$ cat src/cam_pkg.sv
`default_nettype none
// ============================================================
// Shared constants of the counter array mode register
package cam_pkg;
  localparam logic [7:0] CAM_MODE_ADDR  = 8'hd9;  // Register address
  localparam logic [7:0] CAM_MODE_RESET = 8'h40;  // Watchdog enabled after reset
  localparam int         CAM_IDLE_BIT   = 7;
  localparam int         CAM_WDOG_BIT   = 6;
  localparam int         CAM_LOCK_BIT   = 5;
  localparam int         CAM_ZERO_BIT   = 4;
  localparam int         CAM_SEL_LSB    = 1;
  localparam int         CAM_IRQE_BIT   = 0;
  localparam logic [3:0] CAM_DIV12_LAST = 4'hb;   // Prescaler wraps after 12 clocks
  localparam logic [1:0] CAM_DIV4_LAST  = 2'h3;   // Every fourth prescaler clock
  localparam logic [2:0] CAM_DIV8_LAST  = 3'h7;   // Slow clock divider wraps after 8 edges
  // Timebase select codes
  localparam logic [2:0] CAM_SEL_DIV12  = 3'h0;
  localparam logic [2:0] CAM_SEL_DIV4   = 3'h1;
  localparam logic [2:0] CAM_SEL_T0OVF  = 3'h2;
  localparam logic [2:0] CAM_SEL_CNTIN  = 3'h3;
  localparam logic [2:0] CAM_SEL_SYSCLK = 3'h4;
  localparam logic [2:0] CAM_SEL_EXTCLK = 3'h5;
  localparam logic [2:0] CAM_SEL_RTCCLK = 3'h6;
  localparam logic [2:0] CAM_SEL_RSVD   = 3'h7;
endpackage
`default_nettype wire

$ cat src/cam_mode_ctrl.sv
`default_nettype none
module cam_mode_ctrl
  import cam_pkg::*;
(
  // Clock and reset
  input  wire logic       clk,
  input  wire logic       nrst,
  // Register port
  input  wire logic [7:0] sfr_addr,
  input  wire logic       sfr_wr,
  input  wire logic       sfr_rd,
  input  wire logic [7:0] sfr_wdata,
  output logic      [7:0] sfr_rdata_ff,
  // Event sources
  input  wire logic       cpu_idle,
  input  wire logic       timer0_ovf,
  input  wire logic       external_count_input,
  input  wire logic       ext_osc_clk,
  input  wire logic       rtc_clk,
  input  wire logic       counter_overflow_flag,
  // Results
  output logic            count_tick_ff,
  output logic            watchdog_enable_ff,
  output logic            overflow_irq_ff
);

  // ============================================================
  // Mode register
  logic       idle_suspend_ff;
  logic       watchdog_lock_ff;
  logic [2:0] timebase_select_ff;
  logic       overflow_irq_enable_ff;
  logic       mode_wr;
  logic       nxt_lock;

  // Address decode shared by the write and read paths
  function automatic logic hits_mode(input logic [7:0] addr);
    return addr == CAM_MODE_ADDR;
  endfunction

  assign mode_wr  = sfr_wr && hits_mode(sfr_addr);
  assign nxt_lock = watchdog_lock_ff | sfr_wdata[CAM_LOCK_BIT];

  // Lock only sets by write; only reset clears it
  always_ff @(posedge clk) begin
    if (!nrst) begin
      watchdog_lock_ff <= CAM_MODE_RESET[CAM_LOCK_BIT];
    end else if (mode_wr) begin
      watchdog_lock_ff <= nxt_lock;
    end
  end

  // Watchdog enable: setting lock also enables, clearing needs lock clear
  always_ff @(posedge clk) begin
    if (!nrst) begin
      watchdog_enable_ff <= CAM_MODE_RESET[CAM_WDOG_BIT];
    end else if (mode_wr) begin
      watchdog_enable_ff <= nxt_lock | sfr_wdata[CAM_WDOG_BIT];
    end
  end

  // Timebase and idle settings frozen while watchdog runs
  always_ff @(posedge clk) begin
    if (!nrst) begin
      idle_suspend_ff    <= CAM_MODE_RESET[CAM_IDLE_BIT];
      timebase_select_ff <= CAM_MODE_RESET[CAM_SEL_LSB +: 3];
    end else if (mode_wr && !watchdog_enable_ff) begin
      idle_suspend_ff    <= sfr_wdata[CAM_IDLE_BIT];
      timebase_select_ff <= sfr_wdata[CAM_SEL_LSB +: 3];
    end
  end

  // Interrupt enable is always writable
  always_ff @(posedge clk) begin
    if (!nrst) begin
      overflow_irq_enable_ff <= CAM_MODE_RESET[CAM_IRQE_BIT];
    end else if (mode_wr) begin
      overflow_irq_enable_ff <= sfr_wdata[CAM_IRQE_BIT];
    end
  end

  // Read data; unused bit forced low, other addresses read zero
  always_ff @(posedge clk) begin
    if (!nrst) begin
      sfr_rdata_ff <= 8'h00;
    end else if (sfr_rd && hits_mode(sfr_addr)) begin
      sfr_rdata_ff <= {idle_suspend_ff, watchdog_enable_ff, watchdog_lock_ff, 1'b0,
                       timebase_select_ff, overflow_irq_enable_ff};
    end else begin
      sfr_rdata_ff <= 8'h00;
    end
  end

  // Masked overflow request
  always_ff @(posedge clk) begin
    if (!nrst) begin
      overflow_irq_ff <= 1'b0;
    end else begin
      overflow_irq_ff <= counter_overflow_flag & overflow_irq_enable_ff;
    end
  end

  // ============================================================
  // Timebase sources
  logic [3:0] presc_ff;
  logic       cnt_in_prev_ff;
  logic [1:0] ext_sync_ff;
  logic [1:0] rtc_sync_ff;
  logic       ext_prev_ff;
  logic       rtc_prev_ff;
  logic [2:0] ext_div_ff;
  logic [2:0] rtc_div_ff;
  logic       ext_tick;
  logic       rtc_tick;

  assign ext_tick = ext_sync_ff[1] && !ext_prev_ff && (ext_div_ff == CAM_DIV8_LAST);
  assign rtc_tick = rtc_sync_ff[1] && !rtc_prev_ff && (rtc_div_ff == CAM_DIV8_LAST);

  // System clock prescaler, modulo 12
  always_ff @(posedge clk) begin
    if (!nrst) begin
      presc_ff <= 4'h0;
    end else if (presc_ff == CAM_DIV12_LAST) begin
      presc_ff <= 4'h0;
    end else begin
      presc_ff <= presc_ff + 4'h1;
    end
  end

  // Count input history for falling edge detection
  always_ff @(posedge clk) begin
    if (!nrst) begin
      cnt_in_prev_ff <= 1'b0;
    end else begin
      cnt_in_prev_ff <= external_count_input;
    end
  end

  // Two-stage synchronisers and rising edge history for slow clocks
  always_ff @(posedge clk) begin
    if (!nrst) begin
      ext_sync_ff <= 2'h0;
      rtc_sync_ff <= 2'h0;
      ext_prev_ff <= 1'b0;
      rtc_prev_ff <= 1'b0;
    end else begin
      ext_sync_ff <= {ext_sync_ff[0], ext_osc_clk};
      rtc_sync_ff <= {rtc_sync_ff[0], rtc_clk};
      ext_prev_ff <= ext_sync_ff[1];
      rtc_prev_ff <= rtc_sync_ff[1];
    end
  end

  // Divide-by-8 counters on synchronised rising edges
  always_ff @(posedge clk) begin
    if (!nrst) begin
      ext_div_ff <= 3'h0;
      rtc_div_ff <= 3'h0;
    end else begin
      if (ext_sync_ff[1] && !ext_prev_ff) begin
        ext_div_ff <= ext_div_ff + 3'h1;
      end
      if (rtc_sync_ff[1] && !rtc_prev_ff) begin
        rtc_div_ff <= rtc_div_ff + 3'h1;
      end
    end
  end

  // ============================================================
  // Tick selection and idle gating
  logic nxt_tick;
  logic suspend;

  assign suspend = idle_suspend_ff & cpu_idle;

  always_comb begin
    nxt_tick = 1'b0;
    unique case (timebase_select_ff)
      CAM_SEL_DIV12:  nxt_tick = (presc_ff == CAM_DIV12_LAST);
      CAM_SEL_DIV4:   nxt_tick = (presc_ff[1:0] == CAM_DIV4_LAST);
      CAM_SEL_T0OVF:  nxt_tick = timer0_ovf;
      CAM_SEL_CNTIN:  nxt_tick = cnt_in_prev_ff & ~external_count_input;
      CAM_SEL_SYSCLK: nxt_tick = 1'b1;
      CAM_SEL_EXTCLK: nxt_tick = ext_tick;
      CAM_SEL_RTCCLK: nxt_tick = rtc_tick;
      CAM_SEL_RSVD:   nxt_tick = 1'b0;
    endcase
  end

  always_ff @(posedge clk) begin
    if (!nrst) begin
      count_tick_ff <= 1'b0;
    end else begin
      count_tick_ff <= nxt_tick & ~suspend;
    end
  end

  // ============================================================
  // Assertions
  property p_idle_halt;
    @(posedge clk) disable iff (!nrst) (idle_suspend_ff && cpu_idle) |=> !count_tick_ff;
  endproperty
  a_idle_halt: assert property (p_idle_halt) else $error("tick during idle suspend");

  property p_lock_implies_wdt;
    @(posedge clk) disable iff (!nrst) watchdog_lock_ff |-> watchdog_enable_ff;
  endproperty
  a_lock_implies_wdt: assert property (p_lock_implies_wdt) else $error("locked but disabled");

  property p_lock_hold;
    @(posedge clk) disable iff (!nrst) (watchdog_lock_ff && mode_wr) |=> watchdog_enable_ff && watchdog_lock_ff;
  endproperty
  a_lock_hold: assert property (p_lock_hold) else $error("locked watchdog disabled");

  property p_div12;
    @(posedge clk) disable iff (!nrst)
      (timebase_select_ff == CAM_SEL_DIV12 && !suspend) |-> ##1 (count_tick_ff == $past(presc_ff == CAM_DIV12_LAST));
  endproperty
  a_div12: assert property (p_div12) else $error("div12 tick wrong");

  property p_t0;
    @(posedge clk) disable iff (!nrst)
      (timebase_select_ff == CAM_SEL_T0OVF && timer0_ovf && !suspend) |=> count_tick_ff;
  endproperty
  a_t0: assert property (p_t0) else $error("timer0 overflow tick missed");

  property p_cnt_fall;
    @(posedge clk) disable iff (!nrst)
      (timebase_select_ff == CAM_SEL_CNTIN && !suspend && $fell(external_count_input)) |=> count_tick_ff;
  endproperty
  a_cnt_fall: assert property (p_cnt_fall) else $error("count input edge missed");

  property p_rsvd;
    @(posedge clk) disable iff (!nrst) (timebase_select_ff == CAM_SEL_RSVD) |=> !count_tick_ff;
  endproperty
  a_rsvd: assert property (p_rsvd) else $error("reserved code ticked");

  property p_irq;
    @(posedge clk) disable iff (!nrst) overflow_irq_ff == $past(counter_overflow_flag && overflow_irq_enable_ff);
  endproperty
  a_irq: assert property (p_irq) else $error("overflow request wrong");

  property p_reset_wdt;
    @(posedge clk) $rose(nrst) |-> watchdog_enable_ff && !watchdog_lock_ff;
  endproperty
  a_reset_wdt: assert property (p_reset_wdt) else $error("watchdog off after reset");

  property p_frozen;
    @(posedge clk) disable iff (!nrst)
      (mode_wr && watchdog_enable_ff) |=> $stable(timebase_select_ff) && $stable(idle_suspend_ff);
  endproperty
  a_frozen: assert property (p_frozen) else $error("frozen field changed");

  property p_disable;
    @(posedge clk) disable iff (!nrst)
      (mode_wr && !watchdog_lock_ff && !sfr_wdata[CAM_WDOG_BIT] && !sfr_wdata[CAM_LOCK_BIT]) |=> !watchdog_enable_ff;
  endproperty
  a_disable: assert property (p_disable) else $error("watchdog not disabled");

  property p_bit4;
    @(posedge clk) disable iff (!nrst) !sfr_rdata_ff[CAM_ZERO_BIT];
  endproperty
  a_bit4: assert property (p_bit4) else $error("unused bit read high");

  c_lock:    cover property (@(posedge clk) disable iff (!nrst) $rose(watchdog_lock_ff));
  c_wdt_off: cover property (@(posedge clk) disable iff (!nrst) $fell(watchdog_enable_ff));
  c_ext:     cover property (@(posedge clk) disable iff (!nrst) ext_tick && timebase_select_ff == CAM_SEL_EXTCLK);
  c_irq:     cover property (@(posedge clk) disable iff (!nrst) $rose(overflow_irq_ff));

endmodule
`default_nettype wire

$ cat config.mk
export PLATFORM = sky130hd
export DESIGN_NAME = cam_mode_ctrl
export DESIGN_NICKNAME = d
export VERILOG_FILES = /design/src/cam_pkg.sv /design/src/cam_mode_ctrl.sv
export SDC_FILE = /design/constraint.sdc
export NUM_CORES = 1
export LEC_CHECK = 0
export BUFFER_PORTS_ARGS = -buffer_cell sky130_fd_sc_hd__buf_4
export CAP_MARGIN = 10
export CELL_PAD_IN_SITES_DETAIL_PLACEMENT = 2
export CELL_PAD_IN_SITES_GLOBAL_PLACEMENT = 2
export CORE_AREA = 2 2 56 80
export CTS_CLUSTER_DIAMETER = 200
export DETAILED_ROUTE_END_ITERATION = 8
export DIE_AREA = 0 0 58 82
export GPL_ROUTABILITY_DRIVEN = 0
export PLACE_DENSITY_LB_ADDON = 0.1
export SETUP_SLACK_MARGIN = 0.2
export SLEW_MARGIN = 15
export SYNTH_ARGS = -nofsm -noshare
export SYNTH_HDL_FRONTEND = slang
export SYNTH_SLANG_ARGS = --single-unit
$ cat constraint.sdc
create_clock -name clk -period 2 [get_ports clk]
set_input_delay 0.2 -clock clk [delete_from_list [all_inputs] [get_ports clk]]
set_output_delay 0.2 -clock clk [all_outputs]
set_load 0.005 [all_outputs]
==> results.md, run 1 <==
* Outcome: finished clean
* Hold bufs inserted after CTS at 0
* Int Pwr at 967 µW
* Vias in the first global route at 1168
* Worst-path clk slew at 70 ps
* GR Overflow Total at 0
* Initial antenna violation count at 0
* RSZ-0062 raised after global routing: no
* Peak supply drop at 0.000353 V
* Yosys top cell by area: dfxtp_1
* Crit path cell chain: ha_1, or3b_2, a21boi_0
* Rows at 28
* Sw frac at 23.9%
* WL/cell at 14.2 µm
* Critical Path Max Stage Delay at 450 ps
* Max-cap check violation count at 0
* Die Span X at 58 µm
* Commonest cells in the netlist: 33 x dfxtp_1, 16 x and2_1, 12 x nand2_1
* Vias/cell at 4.94
* Core Region at 4060 µm²
* I/O pin cnt at 37
* Cts repair resizes at 0
* Fmax at 779 MHz
* Tmin final at 1280 ps
* Max stage delay cell, worst path: or3b_2
* Vias at 1023
* Fraction of layout cells with a size suffix above 1 at 30.9%
* #FFs+latches synth at 33
* CP required at 2220 ps
* ANT cells at 0
* CTS Buffer Depth at 2
* Clock skew at 8.19 ps
* Hold_ws at 120 ps
* Final core occ at 42.2%
* Synthesized area per cell at 10.8 µm²
* CP Launch Type: register
* Fraction of registers with async set/reset at 0%
* Clk network pwr share at 39.2%
* DP HPWL at 2.22 mm
* Layout area overhead at 28.4%
* Largest net degree at the start of global routing at 35
* Clk sink count at 33
* Worst-path maximum fanout at 4
* PwrDens at 741 nW/µm²
* Die Height at 82 µm
* 1st-pass router iterations at 3
* TritonCTS clock tree: built
* Top_reg_cell synth: dfxtp_1
* Count leader, synth: dfxtp_1
* Pleak at 0.000760 µW
* Fin crit share at 64.2%
* Post-synth EDFFs at 0
* Net Sw Power at 304 µW
* H-tree levels at 2
* CP top delay family: simple AND/OR/NAND/NOR gates
* Syn Inst Count at 124
* Antenna-violating nets left at 0
* Synth Warn # at 0
* TritonCTS Buffers at 5
* Post-layout worst setup margin at 716 ps
* Dominant cells by area after synthesis: dfxtp_1 49%, and2_1 7.5%, mux2i_1 7.5%
* CP bufs+invs at 0
* Power share of the combinational group at 7.3%
* Syn Nets at 155
* Share of the synthesized area in the top cell type at 49.4%
* Post-synth cell types at 32
* # DRC at 0
* # setup viols final at 0
* Initial DRC Count at 10
* Setup TNS at 0 ps
* WL final at 2.95 mm
* Die area at 4760 µm²
* Port Buffers at 34
* Hold Crit Class: in -> reg
* Worst Path Arrival at 1500 ps
* Crit. End Element: register
* Worst skew pair latency at 290 ps
* Clk root buf: clkbuf_8
* Sequential power share at 53.5%
* Cell area after synthesis at 1340 µm²
* CP Class: reg -> reg
* Final Max Slew Viols at 0
* First-pass GRT wire length at 4.84 mm
* Setup bufs post-CTS at 0
* Gr usage total at 13.8%
* Starting Density at 32.9%
* Fin nets at 192
* Hold Vio Cnt, Final at 0
* Place WS at 681 ps
* Sequential element share of the synthesized area at 49.4%
==> area by class of cell <==
| cell class | instances | area (µm²) |
|---|---|---|
| timing repair buffer | 34 | 255 |
| clock buffer | 5 | 68.8 |
| tap | 45 | 56.3 |
| sequential | 33 | 661 |
| clock inverter | 3 | 17.5 |
| fill | 465 | 2350 |
| inverter | 2 | 7.51 |
| multi-input combinational | 85 | 649 |
==> cell families (layout without fill, tap and decap cells) <==
logic type	Yosys count	count (layout)	share of synthesized area, %
DFF	33	33	49.4
muxes	10	10	7.49
AOI/OAI and AO/OA	13	13	6.84
other	1	1	0.281
buffers and inverters	6	44	1.97
and+or+nand+nor	54	54	28.0
adders and majority gates	5	5	4.68
xor gates and xnor gates	2	2	1.31
==> final timing paths <==
check | startpoint | cells past startpoint | to | slack [ps]
worst min-delay path | ext_osc_clk | 2 | ext_sync_ff[0] | 120
worst max register to register | presc_ff[0] | 3 | presc_ff[3] | 720
worst min register to register | rtc_sync_ff[0] | 1 | rtc_sync_ff[1] | 440
worst max-delay path | presc_ff[0] | 3 | presc_ff[3] | 720
==> per-stage QoR <==
step / area [µm²] / power, µW / instances
5_1_grt: 1720 / 1330 / 207
3_5_place_dp: 1630 / 791 / 199
4_1_cts: 1720 / 1300 / 207
6_report: 1720 / 1270 / 207
2_1_floorplan: 1340 / 739 / 124
3_3_place_gp: 1630 / 784 / 199
==> registers in the layout, summed over array words and instances, names as in the netlist, 2 cells and up <==
name and flops:
rtc_sync_ff 2, sfr_rdata_ff 7, rtc_div_ff 3, presc_ff 4, ext_sync_ff 2, timebase_select_ff 3, ext_div_ff 3
==> placed cells by master, fill, tap and decap left out <==
cell type and instances:
and3_1 2, and2_1 16, nor2_1 3, nor2b_1 5, nand2_1 12, clkinv_2 2, xnor2_1 2, and3b_1 1
or3b_2 1, nand4bb_4 1, mux2i_1 10, o21ai_0 2, clkbuf_8 5, buf_4 34, nor3_2 2, dfxtp_1 33
clkinvlp_4 1, nand2b_1 4, o311a_1 1, o221a_2 1, nor4_1 1, nor4_4 1, a21boi_0 2, a31oi_1 1
ha_1 5, a21bo_2 1, or3b_1 1, a21oi_1 4, nand3b_1 2, a22o_1 1, inv_1 2, nor4b_1 1
conb_1 1, nand4b_4 1
==> power groups by stage <==
stage	Sequential, µW	Clock [µW]	Combinational [µW]
3_5_place_dp	696	0	95.5
2_1_floorplan	692	0	46.9
4_1_cts	680	524	96.2
5_1_grt	682	540	105
6_report	680	498	93.2
3_3_place_gp	694	0	90.6
==> routing by layer <==
metal  GRT usage [%]  vias up  part of all wire [%]
li1                -      490                     -
met1            12.4      492                    35
met2            26.5       35                    55
met3            4.88        6                   7.5
met4            6.98        0                   2.0
met5               0        -                     0
No activity file was read; power rests on OpenSTA's default activity.
==> inputs of run 2 (changes only) <==
- ABC_AREA: not set -> 1
- CORE_AREA: 2 2 56 80 -> 2 2 62 87
- DIE_AREA: 0 0 58 82 -> 0 0 64 89
- clock period: 2 -> 1.2 ns (I/O delays scaled with it)
==> results.md, run 2 <==
* Outcome: finished clean
* Syn Inst Count at 173
* Synthesized area per cell at 7.66 µm²
* Antenna-violating nets left at 0
* Share of the synthesized area in the top cell type at 49.9%
* Die Height at 89 µm
* Pleak at 0.000843 µW
* Sequential element share of the synthesized area at 49.9%
* Post-synth EDFFs at 0
* Syn Nets at 204
* H-tree levels at 2
* Vias in the first global route at 1277
* Worst Path Arrival at 1170 ps
* Rows at 30
* Fraction of layout cells with a size suffix above 1 at 32.9%
* DP HPWL at 2.73 mm
* WL final at 3.46 mm
* Tmin final at 982 ps
* Starting Density at 27.4%
* Die area at 5700 µm²
* Final Max Slew Viols at 0
* Top Registers: sfr_rdata_ff: 7 flops, presc_ff: 4 flops
* Hold Vio Cnt, Final at 0
* # DRC at 0
* Fraction of registers with async set/reset at 0%
* CTS Buffer Depth at 2
* Port Buffers at 34
* Int Pwr at 1620 µW
* Clk root buf: clkbuf_8
* Commonest cells in the netlist: 35 x inv_1, 33 x dfxtp_1, 33 x nor2_1
* # setup viols final at 0
* Sequential power share at 53.5%
* Dominant cells by area after synthesis: dfxtp_1 50%, inv_1 9.9%, nor2_1 9.3%
* Top reg by flops: sfr_rdata_ff
* Clk sink count at 33
* Worst-path clk slew at 70 ps
* Peak supply drop at 0.000417 V
* Core Region at 4840 µm²
* GR Layer Usage met2 at 25.9%
* TritonCTS Buffers at 5
* TritonCTS clock tree: built
* Count leader, synth: inv_1
* Cell area after synthesis at 1330 µm²
* PwrDens at 1160 nW/µm²
* Sw frac at 24.6%
* First-pass GRT wire length at 5.69 mm
* GR Overflow Total at 0
* Hold Crit Class: in -> reg
* CP Launch Type: register
* Met1 Track Usage GR at 12.6%
* Post-synth cell types at 19
* Setup TNS at 0 ps
* CP Class: reg -> reg
* Clk network pwr share at 38.0%
* Synth Warn # at 0
* Crit. End Element: register
* Largest net degree at the start of global routing at 22
* Net Sw Power at 527 µW
* Max reg flops at 7
* Max-cap check violation count at 0
* Top_reg_cell synth: dfxtp_1
* 1st-pass router iterations at 2
* I/O pin cnt at 37
* Layout area overhead at 39.7%
* Gr usage total at 13.3%
* Grt peak-use layer: met2
* Worst-path maximum fanout at 2
* Die Span X at 64 µm
* Most frequent cells in the layout: 35 x inv_1, 35 x buf_4, 31 x nor2_1
* WL/cell at 12.5 µm
* RSZ-0062 raised after global routing: yes
* ANT cells at 0
* Hold bufs inserted after CTS at 0
* Vias/cell at 4.38
* Yosys top cell by area: dfxtp_1
* #FFs+latches synth at 33
* CP required at 1390 ps
* Overall power after layout at 2150 µW
* Vias at 1213
* Fmax at 1020 MHz
* Met3 Track Usage GR at 3.53%
* Fin crit share at 81.9%
* Worst skew pair latency at 290 ps
* Clock skew at 8.51 ps
* Initial antenna violation count at 0
* Power share of the combinational group at 8.4%
* Initial DRC Count at 37
* Fin nets at 243
==> run 2: cell types whose count changed after synthesis, sizes merged, moves of 7 or more <==
cell	previous run	this run
mux2i	10	0
o21ai	2	9
nor2	3	37
and2	16	0
nand2	12	25
nand3	0	10
inv	2	35
==> run 2: layout make-up <==
type                       count  area, µm²
clock buffer                   5       68.8
clock inverter                 3       17.5
fill                         553       2990
inverter                      35        131
multi-input combinational    102        617
sequential                    33        673
tap                           64       80.1
timing repair buffer          35        263
==> run 2: metal layers <==
layer	part of all wire [%]	wire, µm
met5	0	0
met1	37	1270
met2	57	1980
met3	4.3	150
met4	1.6	55
==> run 2: cell families after synthesis <==
logic type | Yosys count | share of synthesized area, %
buf+inv | 38 | 11.1
compound gates | 18 | 6.80
simple gates | 77 | 26.5
fa+ha+maj | 5 | 4.72
flops | 33 | 49.9
xor+xnor | 1 | 0.661
other cells | 1 | 0.283
==> run 2: repair_timing <==
action                                  4_1_cts  5_1_grt
setup buffers                                 0        1
cloned                                        0        0
endpoints found under the setup margin       11       11
resized for setup                            17       14
pin swaps                                     4        4
==> run 2: worst max-delay path: stages, from the launching register on <==
cell and delay, ps:
dfxtp_2 340, ha_4 160, ha_4 150, nand2_2 60
nand3_2 60, nand3_2 70, nor2_1 40
==> run 2: worst paths after layout <==
path / startpoint / to / slack [ps] / cells after the start
setup / recovery: rtc_div_ff[0] / count_tick_ff / 220 / 6
setup reg to reg: rtc_div_ff[0] / count_tick_ff / 220 / 6
hold / removal: rtc_clk / rtc_sync_ff[0] / 10 / 3
hold reg to reg: ext_sync_ff[0] / ext_sync_ff[1] / 420 / 2
==> run 2: power by group through the flow <==
stage,logic (µW),clock network (µW),registers [µW]
2_1_floorplan,79.8,0,1160
3_3_place_gp,153,0,1160
3_5_place_dp,169,0,1160
4_1_cts,174,857,1140
5_1_grt,209,904,1150
6_report,181,816,1150
==> run 2: metrics by stage <==
stage	hold WS (ps)	area, µm²	setup WS [ps]	utilization [%]	std cells
detailed placement	313	1640	84.7	34.0	268
CTS	8.50	1780	167	36.8	276
global placement	302	1640	147	34.0	268
floorplan	213	1330	208	-	173
finish	13.2	1850	218	38.2	277
global route	23.1	1850	152	38.2	277
==> inputs of run 3 (changes only) <==
- ABC_AREA: 1 -> 0
- clock period: 1.2 -> 0.9 ns (I/O delays scaled with it)
==> results.md, run 3 (synthesis results as in run 1) <==
* Outcome: finished, violations left
* Failing checks: negative setup slack
* Register-to-register setup slack at -220 ps
* Critical path launch point: ext_div_ff[0]
* Vias at 1097
* # setup viols final at 10
* WL/cell at 14.9 µm
* Fin crit share at 125%
* PwrDens at 1340 nW/µm²
* Place WS at -245 ps
* Crit. End Element: register
* Layout area overhead at 61.2%
* Top Registers: sfr_rdata_ff: 7 flops, presc_ff: 4 flops
* Hold Vio Cnt, Final at 0
* WL final at 3.72 mm
* Initial DRC Count at 14
* Storage cell area at 691 µm²
* Vias/cell at 4.41
* Final Max Slew Viols at 0
* H-tree levels at 2
* Most frequent cells in the layout: 39 x buf_4, 17 x buf_6, 16 x and2_1
* CP Launch Type: register
* TritonCTS Buffers at 5
* ANT cells at 0
* Worst skew pair latency at 280 ps
* Starting Density at 27.6%
* Final std cells w/o fill at 249
* # DRC at 0
* Fin nets at 215
* TritonCTS clock tree: built
* Die Span X at 64 µm
* Final core occ at 44.5%
* Fmax at 890 MHz
* Antenna-violating nets left at 0
* Rows at 30
* Die Height at 89 µm
* FILL cells at 497
* Hold bufs inserted after CTS at 0
* CP endpoint: count_tick_ff
* Vias in the first global route at 1251
* Fraction of layout cells with a size suffix above 1 at 55.7%
* Largest net degree at the start of global routing at 21
* Most common cell after layout, fill and taps aside: buf_4
* Worst Path Arrival at 1300 ps
* Max-cap check violation count at 0
* CP required at 1080 ps
* Clock skew at 5.76 ps
* First-pass GRT wire length at 5.99 mm
* Clk sink count at 33
* Cells after DPL at 234
* Tmin final at 1120 ps
* CP Class: reg -> reg
* End of the worst register-to-register path: count_tick_ff
* Pleak at 0.000932 µW
* Overall power after layout at 2890 µW
* Post-layout worst setup margin at -224 ps
* Port Buffers at 34
* Clk root buf: clkbuf_8
* 1st-pass router iterations at 4
* Max reg flops at 7
* R2R Path Start: ext_div_ff[0]
* Hold Crit Class: in -> reg
* Die area at 5700 µm²
* Core Region at 4840 µm²
* Top reg by flops: sfr_rdata_ff
* GR Overflow Total at 0
* Gr usage total at 14.0%
* RSZ-0062 raised after global routing: yes
* DP HPWL at 2.63 mm
* CTS Buffer Depth at 2
* Area of the multi-input gates at 787 µm²
* Peak supply drop at 0.000866 V
* Worst-path maximum fanout at 2
* Worst-path clk slew at 70 ps
* Reg2Reg Depth at 5
* I/O pin cnt at 37
* Initial antenna violation count at 0
run 3: cell types whose count changed in the layout (fill, tap and decap cells not counted), moves of 5 or more:
cell	before	now
inv_1	35	1
nor2_1	31	3
buf_6	0	17
and2_1	0	16
nand2_1	24	12
dfxtp_1	25	15
mux2i_1	0	10
dfxtp_2	7	15
a21oi_1	9	3
nand3_2	5	0
nor2b_1	0	5
o21ai_0	6	1
run 3: layout make-up:
class / count / share of cell area (%)
tap: 64 / 3.72
timing repair buffer: 57 / 23.4
sequential: 33 / 32.1
clock inverter: 2 / 0.465
clock buffer: 6 / 3.37
multi-input combinational: 85 / 36.5
inverter: 2 / 0.465
run 3: critical path, cell delays in order (launching register included):
cell	delay, ps
dfxtp_2	340
ha_4	160
ha_4	150
nand2b_1	60
o21ai_1	60
o221a_2	260
run 3: worst min path at each step:
stage | start | endpoint | slack (ps) | cells past startpoint
6_report | rtc_clk | rtc_sync_ff[0] | 10 | 2
5_1_grt | rtc_clk | rtc_sync_ff[0] | 20 | 2
4_1_cts | rtc_clk | rtc_sync_ff[0] | 7 | 2
3_5_place_dp | external_count_input | cnt_in_prev_ff | 310 | 2
3_3_place_gp | external_count_input | cnt_in_prev_ff | 300 | 2
2_1_floorplan | external_count_input | cnt_in_prev_ff | 210 | 1
run 3: through the flow:
step           hold WS (ps)  TNS (ps)  area (µm²)
3_5_place_dp            306     -3550        1890
3_3_place_gp            301     -2890        1890
6_report               14.2      -822        2150
2_1_floorplan           212      -734        1440
5_1_grt                20.0     -1450        2150
4_1_cts                6.78      -917        2070
run 3: repair_timing:
action | CTS | global route
cloned | 0 | 0
pin swaps | 13 | 3
gates resized for setup | 19 | 20
setup endpoints to repair | 35 | 35
buffers inserted | 4 | 3
run 3: metal layers:
layer  wire length (µm)  global-route usage, %
met2               2150                   27.4
met4                 65                   5.93
met3                185                   3.78
met1               1320                   13.7
met5                  0                      0
run 3: where the power goes:
part / internal (µW) / leakage, µW / total [µW] / switching [µW]
clock network: 536 / 0.0000450 / 1080 / 544
logic: 185 / 0.000611 / 299 / 114
registers: 1490 / 0.000276 / 1510 / 24.0
total: 2210 / 0.000932 / 2890 / 682
